[src/logic/vc_arb_pkg.sv]
`default_nettype none
package vc_arb_pkg;

  // ****************************************************************
  // Register map (byte addresses)
  // ****************************************************************
  localparam logic [11:0] STATUS_OFFSET      = 12'h218;
  localparam logic [11:0] TABLE_WORD0_OFFSET = 12'h220;
  localparam logic [11:0] TABLE_WORD1_OFFSET = 12'h224;
  localparam logic [11:0] CONTROL_OFFSET     = 12'h214;
  localparam logic [11:0] IRQ_STATUS_OFFSET  = 12'h230;
  localparam logic [11:0] IRQ_ENABLE_OFFSET  = 12'h234;
  localparam logic [11:0] IRQ_CLEAR_OFFSET   = 12'h238;

  // ****************************************************************
  // Field positions
  // ****************************************************************
  localparam int COHERENCY_BIT   = 16;
  localparam int NEG_PENDING_BIT = 17;
  localparam int LOAD_TABLE_BIT  = 16;
  localparam int ARB_SEL_LSB     = 17;
  localparam int ARB_SEL_WIDTH   = 3;
  localparam int PHASE_WIDTH     = 4;
  localparam int PHASE_COUNT     = 16;
  localparam int PHASES_PER_WORD = 8;

  // Interrupt event bit positions
  localparam int IRQ_LOAD_DONE_BIT = 0;
  localparam int IRQ_NEG_DONE_BIT  = 1;
  localparam int IRQ_WIDTH         = 2;

  // ****************************************************************
  // Reset values and port codes
  // ****************************************************************
  localparam logic [31:0] TABLE_WORD0_RESET = 32'h1765_4321;
  localparam logic [31:0] TABLE_WORD1_RESET = 32'h2176_5432;
  localparam logic [2:0]  ARB_SEL_RESET     = 3'h0;
  localparam logic [3:0]  PORT_UPSTREAM     = 4'h0;
  localparam logic [3:0]  PORT_TWO          = 4'h2;
  localparam logic [3:0]  PORT_FOUR         = 4'h4;

  // Cycles taken to copy the table into the arbiter
  localparam int LOAD_CYCLES = 2;

endpackage
`default_nettype wire

[src/logic/arb_table_if.sv]
`timescale 1ns/1ps
`default_nettype none
// Table handed from the register bank to the phase stepper
interface arb_table_if;
  logic [63:0] table_bits;
  logic        load_req;
  logic        load_done;
  logic        step;
  logic        grant_valid;
  logic [3:0]  grant_port;
  logic [3:0]  phase_index;

  modport bank
  (
    output table_bits,
    output load_req,
    output step,
    input  load_done,
    input  grant_valid,
    input  grant_port,
    input  phase_index
  );

  modport stepper
  (
    input  table_bits,
    input  load_req,
    input  step,
    output load_done,
    output grant_valid,
    output grant_port,
    output phase_index
  );
endinterface
`default_nettype wire

[src/logic/phase_stepper.sv]
`timescale 1ns/1ps
`default_nettype none
module phase_stepper
(
  input  wire logic  pclk,
  input  wire logic  presetn,
  arb_table_if.stepper tbl
);

  typedef enum logic [1:0] {LOAD_IDLE, LOAD_COPY, LOAD_DONE} load_state_t;

  load_state_t       load_state_reg;
  logic [63:0]       latched_reg;
  logic [1:0]        copy_cnt_reg;
  logic [3:0]        phase_reg;
  logic              grant_valid_reg;
  logic [3:0]        grant_port_reg;

  // Legal port codes only
  function automatic logic port_valid(input logic [3:0] code);
    return (code == vc_arb_pkg::PORT_UPSTREAM) || (code == vc_arb_pkg::PORT_TWO) ||
           (code == vc_arb_pkg::PORT_FOUR);
  endfunction

  function automatic logic [3:0] entry(input logic [63:0] t, input logic [3:0] idx);
    return t[idx*4 +: 4];
  endfunction

  // Load sequence: copy table after a settle time
  always_ff @(posedge pclk or negedge presetn)
  begin
    if (!presetn)
    begin
      load_state_reg <= LOAD_IDLE;
      copy_cnt_reg   <= 2'h0;
      latched_reg    <= {vc_arb_pkg::TABLE_WORD1_RESET, vc_arb_pkg::TABLE_WORD0_RESET};
    end
    else
    begin
      case (load_state_reg)
        LOAD_IDLE:
        begin
          if (tbl.load_req)
          begin
            load_state_reg <= LOAD_COPY;
            copy_cnt_reg   <= 2'(vc_arb_pkg::LOAD_CYCLES - 1);
          end
        end
        LOAD_COPY:
        begin
          if (copy_cnt_reg == 2'h0)
          begin
            latched_reg    <= tbl.table_bits;
            load_state_reg <= LOAD_DONE;
          end
          else
          begin
            copy_cnt_reg <= copy_cnt_reg - 2'h1;
          end
        end
        default:
        begin
          load_state_reg <= LOAD_IDLE;
        end
      endcase
    end
  end

  assign tbl.load_done = (load_state_reg == LOAD_DONE);

  // Ascending phase walk; an invalid code gives no grant for its period
  always_ff @(posedge pclk or negedge presetn)
  begin
    if (!presetn)
    begin
      phase_reg       <= 4'h0;
      grant_valid_reg <= 1'b0;
      grant_port_reg  <= 4'h0;
    end
    else if (tbl.step)
    begin
      phase_reg       <= phase_reg + 4'h1;
      grant_valid_reg <= port_valid(entry(latched_reg, phase_reg));
      grant_port_reg  <= entry(latched_reg, phase_reg);
    end
    else
    begin
      grant_valid_reg <= 1'b0;
    end
  end

  assign tbl.grant_valid = grant_valid_reg;
  assign tbl.grant_port  = grant_port_reg;
  assign tbl.phase_index = phase_reg;

endmodule
`default_nettype wire

[src/logic/port_arbitration_table_status.sv]
// Implementation choice: the APB interface to the registers.
`timescale 1ns/1ps
`default_nettype none
module port_arbitration_table_status
#(
  parameter bit UPSTREAM_PORT = 1'b1
)
(
  input  wire logic        pclk,
  input  wire logic        presetn,
  input  wire logic        psel,
  input  wire logic        penable,
  input  wire logic        pwrite,
  input  wire logic [11:0] paddr,
  input  wire logic [31:0] pwdata,
  output logic             pready,
  output logic             pslverr,
  output logic [31:0]      prdata,
  input  wire logic        link_dl_active,
  input  wire logic        fc_init2_active,
  input  wire logic        arb_period_tick,
  output logic             grant_valid,
  output logic [3:0]       grant_port,
  output logic [3:0]       phase_index,
  output logic [2:0]       arb_select,
  output logic             irq
);

  // ****************************************************************
  // Storage
  // ****************************************************************
  logic [31:0]                      table_word0_reg;
  logic [31:0]                      table_word1_reg;
  logic                             coherency_reg;
  logic                             neg_pending_reg;
  logic                             fc_init2_prev_reg;
  logic [2:0]                       arb_select_reg;
  logic                             load_pulse_reg;
  logic                             load_busy_reg;
  logic                             load_retry_reg;
  logic                             table_written_prev_reg;
  logic [vc_arb_pkg::IRQ_WIDTH-1:0] irq_status_reg;
  logic [vc_arb_pkg::IRQ_WIDTH-1:0] irq_enable_reg;
  logic [31:0]                      prdata_reg;

  arb_table_if tbl ();

  // ****************************************************************
  // APB decode
  // ****************************************************************
  logic wr_en;
  logic rd_en;
  logic hit_table0;
  logic hit_table1;
  logic hit_control;
  logic hit_status;
  logic hit_irq_status;
  logic hit_irq_enable;
  logic hit_irq_clear;
  logic mapped;
  logic table_written;
  logic neg_done;
  logic load_done;
  logic load_request;

  // Single-cycle access phase, so pready is constant high
  assign pready = 1'b1;
  assign wr_en  = psel && penable && pwrite;
  assign rd_en  = psel && penable && !pwrite;

  always_comb
  begin
    hit_table0     = 1'b0;
    hit_table1     = 1'b0;
    hit_control    = 1'b0;
    hit_status     = 1'b0;
    hit_irq_status = 1'b0;
    hit_irq_enable = 1'b0;
    hit_irq_clear  = 1'b0;
    if (paddr == vc_arb_pkg::TABLE_WORD0_OFFSET)
      hit_table0 = 1'b1;
    else if (paddr == vc_arb_pkg::TABLE_WORD1_OFFSET)
      hit_table1 = 1'b1;
    else if (paddr == vc_arb_pkg::CONTROL_OFFSET)
      hit_control = 1'b1;
    else if (paddr == vc_arb_pkg::STATUS_OFFSET)
      hit_status = 1'b1;
    else if (paddr == vc_arb_pkg::IRQ_STATUS_OFFSET)
      hit_irq_status = 1'b1;
    else if (paddr == vc_arb_pkg::IRQ_ENABLE_OFFSET)
      hit_irq_enable = 1'b1;
    else if (paddr == vc_arb_pkg::IRQ_CLEAR_OFFSET)
      hit_irq_clear = 1'b1;
  end

  assign mapped = hit_table0 || hit_table1 || hit_control || hit_status ||
                  hit_irq_status || hit_irq_enable || hit_irq_clear;

  // Unmapped address answers with an error, never hangs
  assign pslverr = psel && penable && !mapped;

  assign table_written = wr_en && (hit_table0 || hit_table1);

  // ****************************************************************
  // Arbitration table words
  // ****************************************************************
  // Byte-free whole word writes; fields keep their packed order
  always_ff @(posedge pclk or negedge presetn)
  begin
    if (!presetn)
    begin
      table_word0_reg <= vc_arb_pkg::TABLE_WORD0_RESET;
      table_word1_reg <= vc_arb_pkg::TABLE_WORD1_RESET;
    end
    else if (wr_en && hit_table0)
    begin
      table_word0_reg <= pwdata;
    end
    else if (wr_en && hit_table1)
    begin
      table_word1_reg <= pwdata;
    end
  end

  // ****************************************************************
  // Control: select field and self-clearing load bit
  // ****************************************************************
  // Select field is plain storage
  always_ff @(posedge pclk or negedge presetn)
  begin
    if (!presetn)
    begin
      arb_select_reg <= vc_arb_pkg::ARB_SEL_RESET;
    end
    else if (wr_en && hit_control)
    begin
      arb_select_reg <= pwdata[vc_arb_pkg::ARB_SEL_LSB +: vc_arb_pkg::ARB_SEL_WIDTH];
    end
  end

  assign arb_select = arb_select_reg;

  // Writing zero or on a downstream port does nothing
  assign load_request = wr_en && hit_control && pwdata[vc_arb_pkg::LOAD_TABLE_BIT] &&
                        UPSTREAM_PORT;

  // The stepper only takes a request while idle, so one that lands during
  // a copy is held and issued afterwards instead of being lost
  always_ff @(posedge pclk or negedge presetn)
  begin
    if (!presetn)
    begin
      load_pulse_reg <= 1'b0;
      load_busy_reg  <= 1'b0;
      load_retry_reg <= 1'b0;
    end
    else if (load_done)
    begin
      load_pulse_reg <= load_retry_reg || load_request;
      load_busy_reg  <= load_retry_reg || load_request;
      load_retry_reg <= 1'b0;
    end
    else if (load_request && !load_busy_reg)
    begin
      load_pulse_reg <= 1'b1;
      load_busy_reg  <= 1'b1;
    end
    else
    begin
      load_pulse_reg <= 1'b0;
      load_retry_reg <= load_retry_reg || load_request;
    end
  end

  // ****************************************************************
  // Table write one cycle back
  // ****************************************************************
  // The copy edge comes one cycle before load done, so a write landing on
  // that edge is missing from the copy and must keep the flag set
  always_ff @(posedge pclk or negedge presetn)
  begin
    if (!presetn)
    begin
      table_written_prev_reg <= 1'b0;
    end
    else
    begin
      table_written_prev_reg <= table_written;
    end
  end

  // ****************************************************************
  // Table coherency flag
  // ****************************************************************
  // A table write in the load-done cycle wins: new data not yet copied
  always_ff @(posedge pclk or negedge presetn)
  begin
    if (!presetn)
    begin
      coherency_reg <= 1'b0;
    end
    else if (!UPSTREAM_PORT)
    begin
      coherency_reg <= 1'b0;
    end
    else if (table_written)
    begin
      coherency_reg <= 1'b1;
    end
    else if (load_done && !table_written_prev_reg)
    begin
      coherency_reg <= 1'b0;
    end
  end

  // ****************************************************************
  // Negotiation pending flag
  // ****************************************************************
  // Pending from FC_INIT2 entry until FC_INIT2 is left; zero otherwise, and read as zero while the link is down
  always_ff @(posedge pclk or negedge presetn)
  begin
    if (!presetn)
    begin
      neg_pending_reg   <= 1'b0;
      fc_init2_prev_reg <= 1'b0;
    end
    else
    begin
      fc_init2_prev_reg <= fc_init2_active;
      if (neg_done)
        neg_pending_reg <= 1'b0;
      else if (fc_init2_active)
        neg_pending_reg <= 1'b1;
    end
  end

  assign neg_done = fc_init2_prev_reg && !fc_init2_active;

  // ****************************************************************
  // Interrupt status, enable and clear
  // ****************************************************************
  logic [vc_arb_pkg::IRQ_WIDTH-1:0] irq_events;
  logic [vc_arb_pkg::IRQ_WIDTH-1:0] irq_clear;

  assign irq_events = {neg_done, load_done};
  assign irq_clear  = (wr_en && hit_irq_clear) ? pwdata[vc_arb_pkg::IRQ_WIDTH-1:0] : '0;

  // Set beats clear in the same cycle
  always_ff @(posedge pclk or negedge presetn)
  begin
    if (!presetn)
    begin
      irq_status_reg <= '0;
    end
    else
    begin
      irq_status_reg <= (irq_status_reg & ~irq_clear) | irq_events;
    end
  end

  always_ff @(posedge pclk or negedge presetn)
  begin
    if (!presetn)
    begin
      irq_enable_reg <= '0;
    end
    else if (wr_en && hit_irq_enable)
    begin
      irq_enable_reg <= pwdata[vc_arb_pkg::IRQ_WIDTH-1:0];
    end
  end

  assign irq = |(irq_status_reg & irq_enable_reg);

  // ****************************************************************
  // Read data
  // ****************************************************************
  // Registered in the setup cycle so data is ready in the access phase
  always_ff @(posedge pclk or negedge presetn)
  begin
    if (!presetn)
    begin
      prdata_reg <= 32'h0000_0000;
    end
    else if (psel && !penable && !pwrite)
    begin
      prdata_reg <= 32'h0000_0000;
      if (hit_table0)
        prdata_reg <= table_word0_reg;
      else if (hit_table1)
        prdata_reg <= table_word1_reg;
      else if (hit_control)
        prdata_reg[vc_arb_pkg::ARB_SEL_LSB +: vc_arb_pkg::ARB_SEL_WIDTH] <= arb_select_reg;
      else if (hit_status)
      begin
        // Coherency flag only meaningful for table-driven schemes
        prdata_reg[vc_arb_pkg::COHERENCY_BIT]   <= coherency_reg;
        prdata_reg[vc_arb_pkg::NEG_PENDING_BIT] <= neg_pending_reg && link_dl_active;
      end
      else if (hit_irq_status)
        prdata_reg[vc_arb_pkg::IRQ_WIDTH-1:0] <= irq_status_reg;
      else if (hit_irq_enable)
        prdata_reg[vc_arb_pkg::IRQ_WIDTH-1:0] <= irq_enable_reg;
    end
  end

  assign prdata = rd_en ? prdata_reg : 32'h0000_0000;

  // ****************************************************************
  // Arbiter table hand-off
  // ****************************************************************
  assign tbl.table_bits = {table_word1_reg, table_word0_reg};
  assign tbl.load_req   = load_pulse_reg;
  assign tbl.step       = arb_period_tick;
  assign load_done      = tbl.load_done;

  // Port codes checked in the stepper against the legal set
  phase_stepper u_stepper
  (
    .pclk    (pclk),
    .presetn (presetn),
    .tbl     (tbl)
  );

  assign grant_valid = tbl.grant_valid;
  assign grant_port  = tbl.grant_port;
  assign phase_index = tbl.phase_index;

endmodule
`default_nettype wire

[config.mk]
export PLATFORM = sky130hd
export DESIGN_NAME = port_arbitration_table_status
export DESIGN_NICKNAME = d
export VERILOG_FILES = /design/src/logic/vc_arb_pkg.sv /design/src/logic/arb_table_if.sv /design/src/logic/phase_stepper.sv /design/src/logic/port_arbitration_table_status.sv
export SDC_FILE = /design/constraint.sdc
export NUM_CORES = 1
export LEC_CHECK = 0
export ABC_CLOCK_PERIOD_IN_PS = 3800
export BUFFER_PORTS_ARGS = -buffer_cell sky130_fd_sc_hd__buf_4
export CAP_MARGIN = 5
export CORE_MARGIN = 3
export CORE_UTILIZATION = 40
export DETAILED_ROUTE_END_ITERATION = 12
export REMOVE_ABC_BUFFERS = 1
export SKIP_LAST_GASP = 1
export SLEW_MARGIN = 20
export SYNTH_ARGS = -nofsm -noshare
export SYNTH_HDL_FRONTEND = slang
export SYNTH_SLANG_ARGS = --single-unit
[constraint.sdc]
create_clock -name pclk -period 3.8 [get_ports pclk]
set_clock_uncertainty 0.1 [all_clocks]
set_input_delay 0.38 -clock pclk [delete_from_list [all_inputs] [get_ports pclk]]
set_output_delay 0.38 -clock pclk [all_outputs]
set_load 0.1 [all_outputs]
**Yosys cells after proc, flatten, opt, wreduce, memory -nomap -nowiden**

Index checks and enable logic that the tools add are counted.
W data, S select, Z words.

- Reduce and logical (&&, ||, !) cells: 44
- Shifts and indexed selects: 1
- Equality and inequality tests: 15
- Add/subtract/negate cells: 2
- Bitwise gates (word level): 5
- Muxes and demuxes: 59

Operator list:

| operator | number |
|---|---|
| $eq A12 B10 Y1 const B | 7 |
| $mux W32 | 2 |
| $shiftx A64 B7 Y4 | 1 |
| $mux W1 | 41 |
| $mux W2 | 11 |
| $logic_and A1 B1 Y1 | 17 |
| $mux W14 | 1 |
| $mux W12 | 1 |
| $logic_or A1 B1 Y1 | 9 |
| $pmux W2 S2 | 2 |
| $reduce_bool A2 Y1 | 4 |
| $logic_not A1 Y1 | 6 |
| $ne A2 B2 Y1 const B | 3 |
| $reduce_and A2 Y1 | 3 |
| $add A4 B1 Y4 const B | 1 |
| $and A2 B2 Y2 | 2 |
| $eq A4 B2 Y1 const B | 1 |
| $eq A4 B3 Y1 const B | 1 |
| $logic_not A2 Y1 | 2 |
| $logic_not A4 Y1 | 1 |
| $mux W4 | 1 |
| $reduce_and A3 Y1 | 1 |
| $eq A2 B1 Y1 const B | 1 |
| $eq A2 B2 Y1 const B | 1 |
| other kinds (6) | 6 |

- Register bits after elaboration: 187

**Depth between registers and ports, before layout**

Gate-level depths: netlist of the first run.

- Depth after elaboration: 13
- Gate-level depth with buffers: 8
- Depth with buffers taken out: 6

**By module**

From an unflattened synthesis of the first run, not the netlist that was laid out.

- Cell total of the unflattened synthesis: 758
- Area, all modules: 8,582.0 um^2

Modules (own cells, without submodules):

| module | area an instance (um^2) | cells an instance | instances |
|---|---|---|---|
| port_arbitration_table_status | 5,086.1 | 398 | 1 |
| phase_stepper | 3,495.9 | 360 | 1 |

**Least setup slack after synthesis of the first run**

No wires, ideal clock.

- Path kind: input to output
- Start point: input port psel
- End point: output port prdata[0]
- Arrival: 2.494 ns
- Stages: 2
- Setup slack: 0.826 ns
- Cell sequence: nand2_1 > nor3_1

- Cells in the longest elaborated chain, start to end: 3

RTL lines:

| item | line | text |
|---|---|---|
| start, declared | port_arbitration_table_status.sv:11 | `input wire logic psel,` |
| $logic_and A1 B1 Y1 (2 in a row) | port_arbitration_table_status.sv:69 | `assign rd_en = psel && penable && !pwrite;` |
| $mux W32 | port_arbitration_table_status.sv:307 | `assign prdata = rd_en ? prdata_reg : 32'h0000_0000;` |
| end, declared | port_arbitration_table_status.sv:18 | `output logic [31:0] prdata,` |

Every way passes these cells.

**Worst setup path in the final report of the first run**

- Start point: register u_stepper.phase_reg[0] (netlist: u_stepper.tbl.phase_index[0])
- End point: register u_stepper.grant_port_reg[3] (netlist: u_stepper.tbl.grant_port[3])

- Cells in the longest elaborated chain, start to end: 1

RTL lines:

| item | line | text |
|---|---|---|
| start, declared | phase_stepper.sv:15 | `logic [3:0] phase_reg;` |
| start signal, assigned | phase_stepper.sv:82 | `phase_reg <= phase_reg + 4'h1;` |
| $shiftx A64 B7 Y4 | phase_stepper.sv:26 | `return t[idx*4 +: 4];` |
| end signal, assigned | phase_stepper.sv:84 | `grant_port_reg <= entry(latched_reg, phase_reg);` |
| end, declared | phase_stepper.sv:17 | `logic [3:0] grant_port_reg;` |

Every way passes these cells.
A chain may end at the register's enable or synchronous reset.

==> flow_summary.json, run 1 <==
{
  "io_buffer_count": 97,
  "crit_fanout": 15,
  "maxSlewViolCount": 0,
  "vias_per_cell": 5.08,
  "critPathSlowestCell": "dfrtp_1",
  "ys_types": 53,
  "cts_resized": 0,
  "root_buffer": "clkbuf_16",
  "synth.avg_cell_area_um2": 11.1,
  "cts_made_buffers": 17,
  "gp_congestion": 0.761,
  "crit_chain": "buf_4, mux4_2, a22oi_1, nand3_1, mux2_2",
  "synth_edf_count": 0,
  "comb_power_share": 0.173,
  "hold_buffers": 2,
  "setup_violations": 0,
  "timing.final.crit_share": 0.634,
  "switching_share": 0.305,
  "grt_max_degree": 80,
  "clk_pin_slew_ns": 0.07,
  "route.met3.wl_um": 604,
  "yosys.area.top_type": "dfrtp_1",
  "dr.pass1.iters": 4,
  "status": "finished, final reports clean",
  "largest_reg_flops": 64,
  "mappedNetlistArea_um2": 8520,
  "final_nets": 904,
  "rsz0062_at_grt": "no",
  "clock-sinks": 187,
  "yosys.area.top_type_share": 0.396,
  "internal-power_mw": 3.37,
  "p_clk_frac": 0.369,
  "yosysWarnings": 0,
  "synthTopCellsByCount": "nand2_1, dfrtp_1, dfstp_2",
  "ys_seq_area_frac": 0.557,
  "top_layer": "met4",
  "holdWs_ns": 0.0722,
  "seq_power_share": 0.458,
  "ios": 99,
  "synth.ff_latch_count": 187,
  "power_density_nw_per_um2": 483,
  "dieArea_um2": 23100,
  "crit_path_start_kind": "flop",
  "grt_pass1_wl_mm": 31.7,
  "min_path_type": "primary input to flop",
  "synth_flop_cell": "dfrtp_1",
  "end_kind": "flop",
  "layout-drive-gt1-share": 0.334,
  "cap_violations": 0,
  "cp.required_ns": 4.01,
  "drt_iter0_drc": 314,
  "clockBufferDepth": 2,
  "arrival_ns": 2.62,
  "fmax_ghz": 0.415,
  "met2_length_mm": 9.52,
  "vias": 5753,
  "slew_headroom": 0.403,
  "m1WireLength_mm": 9.07,
  "drc_errors": 0,
  "synth_area_leaders": "dfrtp_1, dfstp_2, nand2_1, mux2_4, mux2_2",
  "cts_tree": "built",
  "post-route-min-period_ns": 2.41,
  "wl_mm": 19.4,
  "irDropWorstVdd_uv": 258,
  "grt_pass1_vias": 5789,
  "power_leakage_nw": 4.95,
  "grt_overflow": 0,
  "hold_viol": 0,
  "antenna_found_initial": 0,
  "gr-usage-all-layers": 0.169,
  "p_switching_mw": 1.48,
  "crit_type": "flop to flop",
  "path_buf_inv": 1,
  "critical_path.max_stage_delay_ns": 0.90,
  "post_drt_wl_per_cell_um": 17.1,
  "num_antenna_cells": 0,
  "fp-row-count": 52,
  "cp_top_family": "flip-flops",
  "die_width_um": 152,
  "fp.dieH_um": 152,
  "async_flop_share": 1.00,
  "htreeDepth": 4,
  "dp_hpwl_mm": 12.5,
  "power_mw": 4.85,
  "yosysMostFrequentCell": "nand2_1",
  "ant_nets": 0,
  "fp.coreArea_um2": 20600,
  "clk_latency_ns": 0.43,
  "area_growth_pct": 17.9,
  "start_util": 0.414,
  "worst_pin_slew_ns": 0.895,
  "postCtsSetupBuffers": 0,
  "syn-instance-count": 765
}
[cell usage in the layout (no fill, tap or decap), types with 7 or more instances in the layout]
master / netlist / routed
mux2i_1: 11 / 11
inv_1: 9 / 8
a21oi_1: 32 / 32
clkinv_2: 0 / 7
dfstp_2: 52 / 52
a22oi_1: 34 / 34
nand2_1: 211 / 211
clkbuf_16: 0 / 17
and2_1: 33 / 33
mux2_4: 41 / 41
mux2_2: 29 / 29
mux4_2: 13 / 13
buf_4: 4 / 109
nor2_1: 41 / 40
nand3_1: 9 / 9
dfrtp_1: 135 / 135
[per-stage QoR]
stage | worst slack, ns | cell area, um^2 | utilization | TNS, ns | std cells
2_1_floorplan | -0.902 | 8270 | - | -16.42 | 719
3_3_place_gp | 1.30 | 9440 | 0.459 | 0 | 1099
3_5_place_dp | 1.26 | 9440 | 0.459 | 0 | 1099
4_1_cts | 1.33 | 10000 | 0.489 | 0 | 1133
5_1_grt | 1.19 | 10000 | 0.489 | 0 | 1133
6_report | 1.39 | 10000 | 0.489 | 0 | 1133
[logic make-up (layout without fill, tap and decap cells)]
| group | Yosys count | in the layout | share of synthesized area |
|---|---|---|---|
| xor+xnor | 3 | 3 | 0.00308 |
| other cells | 1 | 1 | 0.000440 |
| compound gates | 91 | 91 | 0.0700 |
| simple gates | 331 | 331 | 0.175 |
| buf+inv | 56 | 154 | 0.0341 |
| mux | 94 | 94 | 0.158 |
| fa+ha+maj | 2 | 2 | 0.00294 |
| flops | 187 | 187 | 0.557 |
[path summary, 6_finish.rpt]
check	to	cells past startpoint	startpoint	slack [ns]
hold / removal	arb_select[2]$_DFFE_PN0P_	3	pwdata[19]	0.07
hold reg to reg	neg_pending_reg$_DFFE_PN0P_	1	fc_init2_prev_reg$_DFF_PN0_	0.35
max in group asynchronous	u_stepper.latched_reg[49]$_DFFE_PN1P_	3	presetn	2.12
setup reg to reg	u_stepper.tbl.grant_port[3]$_DFFE_PN0P_	5	u_stepper.tbl.phase_index[0]$_DFFE_PN0P_	1.39
min in group asynchronous	arb_select[1]$_DFFE_PN0P_	2	presetn	0.42
setup / recovery	u_stepper.tbl.grant_port[3]$_DFFE_PN0P_	5	u_stepper.tbl.phase_index[0]$_DFFE_PN0P_	1.39
[layer usage]
metal | GRT usage | vias up
met5 | 0 | -
met4 | 0.0402 | 0
met2 | 0.277 | 92
met3 | 0.0319 | 15
met1 | 0.235 | 2869
li1 | - | 2777
[worst reg2reg max path, delay by kind of cell, from the launching register on]
family	cells	cell delay, ns
flops	1	0.90
mux	2	0.76
buf+inv	1	0.26
compound gates	1	0.15
simple gates	1	0.12
[final cells by class]
| cell class | instances | area (um^2) |
|---|---|---|
| clock buffer | 21 | 470 |
| clock inverter | 11 | 115 |
| fill | 1896 | 10500 |
| inverter | 10 | 38.8 |
| multi-input combinational | 522 | 3490 |
| sequential | 187 | 4740 |
| tap | 270 | 338 |
| timing repair buffer | 112 | 850 |
[power by group through the flow]
stage | combinational, mW | sequential, mW | clock [mW]
2_1_floorplan | 0.332 | 2.48 | 0
6_report | 0.840 | 2.22 | 1.79
5_1_grt | 0.893 | 2.25 | 1.90
3_3_place_gp | 0.842 | 2.26 | 0
4_1_cts | 0.850 | 2.23 | 1.82
3_5_place_dp | 0.847 | 2.26 | 0
Power figures use the tool's default switching activity.
==> run 2: changes to the inputs <==
- ABC_AREA: unset -> 1
- ABC_CLOCK_PERIOD_IN_PS: 3800 -> 2100
- clock period: 3.8 -> 2.1 ns (I/O delays scaled with it)
==> run 2 against run 1 <==
Combinational power rose to 2.7 times the previous value. Clock power rose by 92%. Global-route usage is 0.38 points higher. Setup slack got worse by 1.1 ns. Flip-flop and latch count did not move. Synthesized cell count is 39% higher. Critical path type is now flop to output pin. Largest cell class unchanged.
==> flow_summary.json, run 2 <==
{
  "synth_area_leaders": "dfrtp_1, dfstp_2, nand2_1, inv_1, o21ai_0",
  "yosys.area.top_type": "dfrtp_1",
  "start_util": 0.408,
  "cts_tree": "built",
  "cap_violations": 0,
  "holdWs_ns": 0.0318,
  "power_mw": 9.51,
  "power_leakage_nw": 4.96,
  "maxSlewViolCount": 0,
  "fin_cells": 1475,
  "critical_path.max_stage_delay_ns": 0.38,
  "dp.cells": 1408,
  "area_growth_pct": 21.8,
  "register_area_um2": 4740,
  "layout-drive-gt1-share": 0.223,
  "yosys.area.top_type_share": 0.378,
  "layout_commonest_cell": "nand2_1",
  "dr.pass1.iters": 5,
  "synth_flop_cell": "dfrtp_1",
  "cts_resized": 0,
  "critical_path.most_common_cell": "buf_4",
  "dp_hpwl_mm": 13.5,
  "worst_pin_slew_ns": 0.687,
  "final_util": 0.497,
  "mappedNetlistArea_um2": 8940,
  "fp.dieH_um": 155,
  "cp.required_ns": 1.79,
  "fillers": 2153,
  "ys_seq_area_frac": 0.531,
  "power_density_nw_per_um2": 874,
  "hold_viol": 0,
  "htreeDepth": 4,
  "synth.ff_latch_count": 187,
  "timing.final.crit_share": 0.839,
  "final_nets": 1236,
  "grt_pass1_wl_mm": 34.1,
  "final_cell_mix": "nand2_1, inv_1, dfrtp_1",
  "critPathSlowestCell": "dfrtp_1",
  "fp.coreArea_um2": 21900,
  "ff2ff_setup_slack_ns": 0.38,
  "drt_iter0_drc": 386,
  "setup_violations": 0,
  "clk_pin_slew_ns": 0.07,
  "post_drt_wl_per_cell_um": 13.5,
  "root_buffer": "clkbuf_16",
  "arrival_ns": 1.45,
  "drc_errors": 0,
  "crit_path_start_kind": "flop",
  "clk_latency_ns": 0.43,
  "crit_fanout": 24,
  "ant_nets": 0,
  "synthTopCellsByCount": "nand2_1, inv_1, dfrtp_1",
  "vias": 6886,
  "status": "finished, final reports clean",
  "num_antenna_cells": 0,
  "ys_types": 37,
  "pre_cts_ws_ns": 0.278,
  "synth.avg_cell_area_um2": 8.42,
  "crit_type": "flop to output pin",
  "vias_per_cell": 4.67,
  "postCtsSetupBuffers": 0,
  "irDropWorstVdd_uv": 600,
  "io_buffer_count": 97,
  "ios": 99,
  "slew_headroom": 0.542,
  "die_width_um": 155,
  "yosysMostFrequentCell": "nand2_1",
  "end_kind": "output pin",
  "post-route-min-period_ns": 1.76,
  "rr_worst_depth": 9,
  "dieArea_um2": 24200,
  "crit_chain": "buf_4, buf_4",
  "synth_edf_count": 0,
  "rsz0062_at_grt": "no",
  "grt_max_degree": 74,
  "antenna_found_initial": 0,
  "gr-usage-all-layers": 0.173,
  "gp_congestion": 0.789,
  "cts_made_buffers": 17,
  "finalWorstSetupSlack_ns": 0.338,
  "grt_pass1_vias": 6780,
  "clockBufferDepth": 2,
  "fmax_ghz": 0.567,
  "largest_reg_flops": 64,
  "hold_buffers": 35,
  "async_flop_share": 1.00,
  "grt_overflow": 0,
  "wl_mm": 19.9,
  "fp-row-count": 54,
  "syn-instance-count": 1062,
  "hold_depth": 5,
  "yosysWarnings": 0,
  "clock-sinks": 187,
  "multi_input_area_um2": 3170,
  "min_path_type": "primary input to flop"
}
run 2: where the power goes:
part	internal (mW)	switching [mW]	leakage (nW)
combinational	0.636	1.66	2.28
clock	2.01	1.42	0.294
sequential	3.71	0.0828	2.38
run 2: critical path: cells and delay by family, from the launching register on:
kind                   cells  cell delay, ns
flip-flops                 1            0.38
buffers and inverters      2            0.64
run 2: layer usage:
metal / track usage / wire, um / vias up
li1: - / - / 3553
met1: 0.244 / 9810 / 3239
met2: 0.280 / 9440 / 88
met3: 0.0337 / 580 / 6
met4: 0.0329 / 116 / 0
met5: 0 / 0 / -
run 2: final cells by class:
class | count | area share
tap | 280 | 0.0322
multi-input combinational | 636 | 0.291
sequential | 187 | 0.436
clock inverter | 13 | 0.0176
inverter | 188 | 0.0650
timing repair buffer | 152 | 0.119
clock buffer | 19 | 0.0398
run 2: stage by stage:
stage / TNS (ns) / area, um^2
2_1_floorplan: -62.18 / 8610
3_3_place_gp: 0 / 9910
3_5_place_dp: 0 / 9910
4_1_cts: 0 / 10900
5_1_grt: 0 / 10900
6_report: 0 / 10900
run 2: final timing paths:
path | end | from
max | phase_index[0] | u_stepper.tbl.phase_index[0]$_DFFE_PN0P_
min | prdata_reg[17]$_DFFE_PN0P_ | link_dl_active
max reg2reg | u_stepper.tbl.grant_valid$_DFF_PN0_ | u_stepper.tbl.phase_index[0]$_DFFE_PN0P_
min reg2reg | u_stepper.latched_reg[16]$_DFFE_PN1P_ | u_stepper.latched_reg[16]$_DFFE_PN1P_
max in group asynchronous | table_word1_reg[20]$_DFFE_PN1P_ | presetn
min in group asynchronous | prdata_reg[3]$_DFFE_PN0P_ | presetn
run 2: cell families (layout without fill, tap and decap cells):
kind of cell / count (synthesis) / after routing / share of synthesized area
AOI/OAI and AO/OA: 218 / 218 / 0.149
xor gates and xnor gates: 3 / 3 / 0.00294
adders and majority gates: 2 / 2 / 0.00280
buffers and inverters: 239 / 372 / 0.116
DFF: 187 / 187 / 0.531
other: 1 / 1 / 0.000420
and+or+nand+nor: 412 / 412 / 0.198
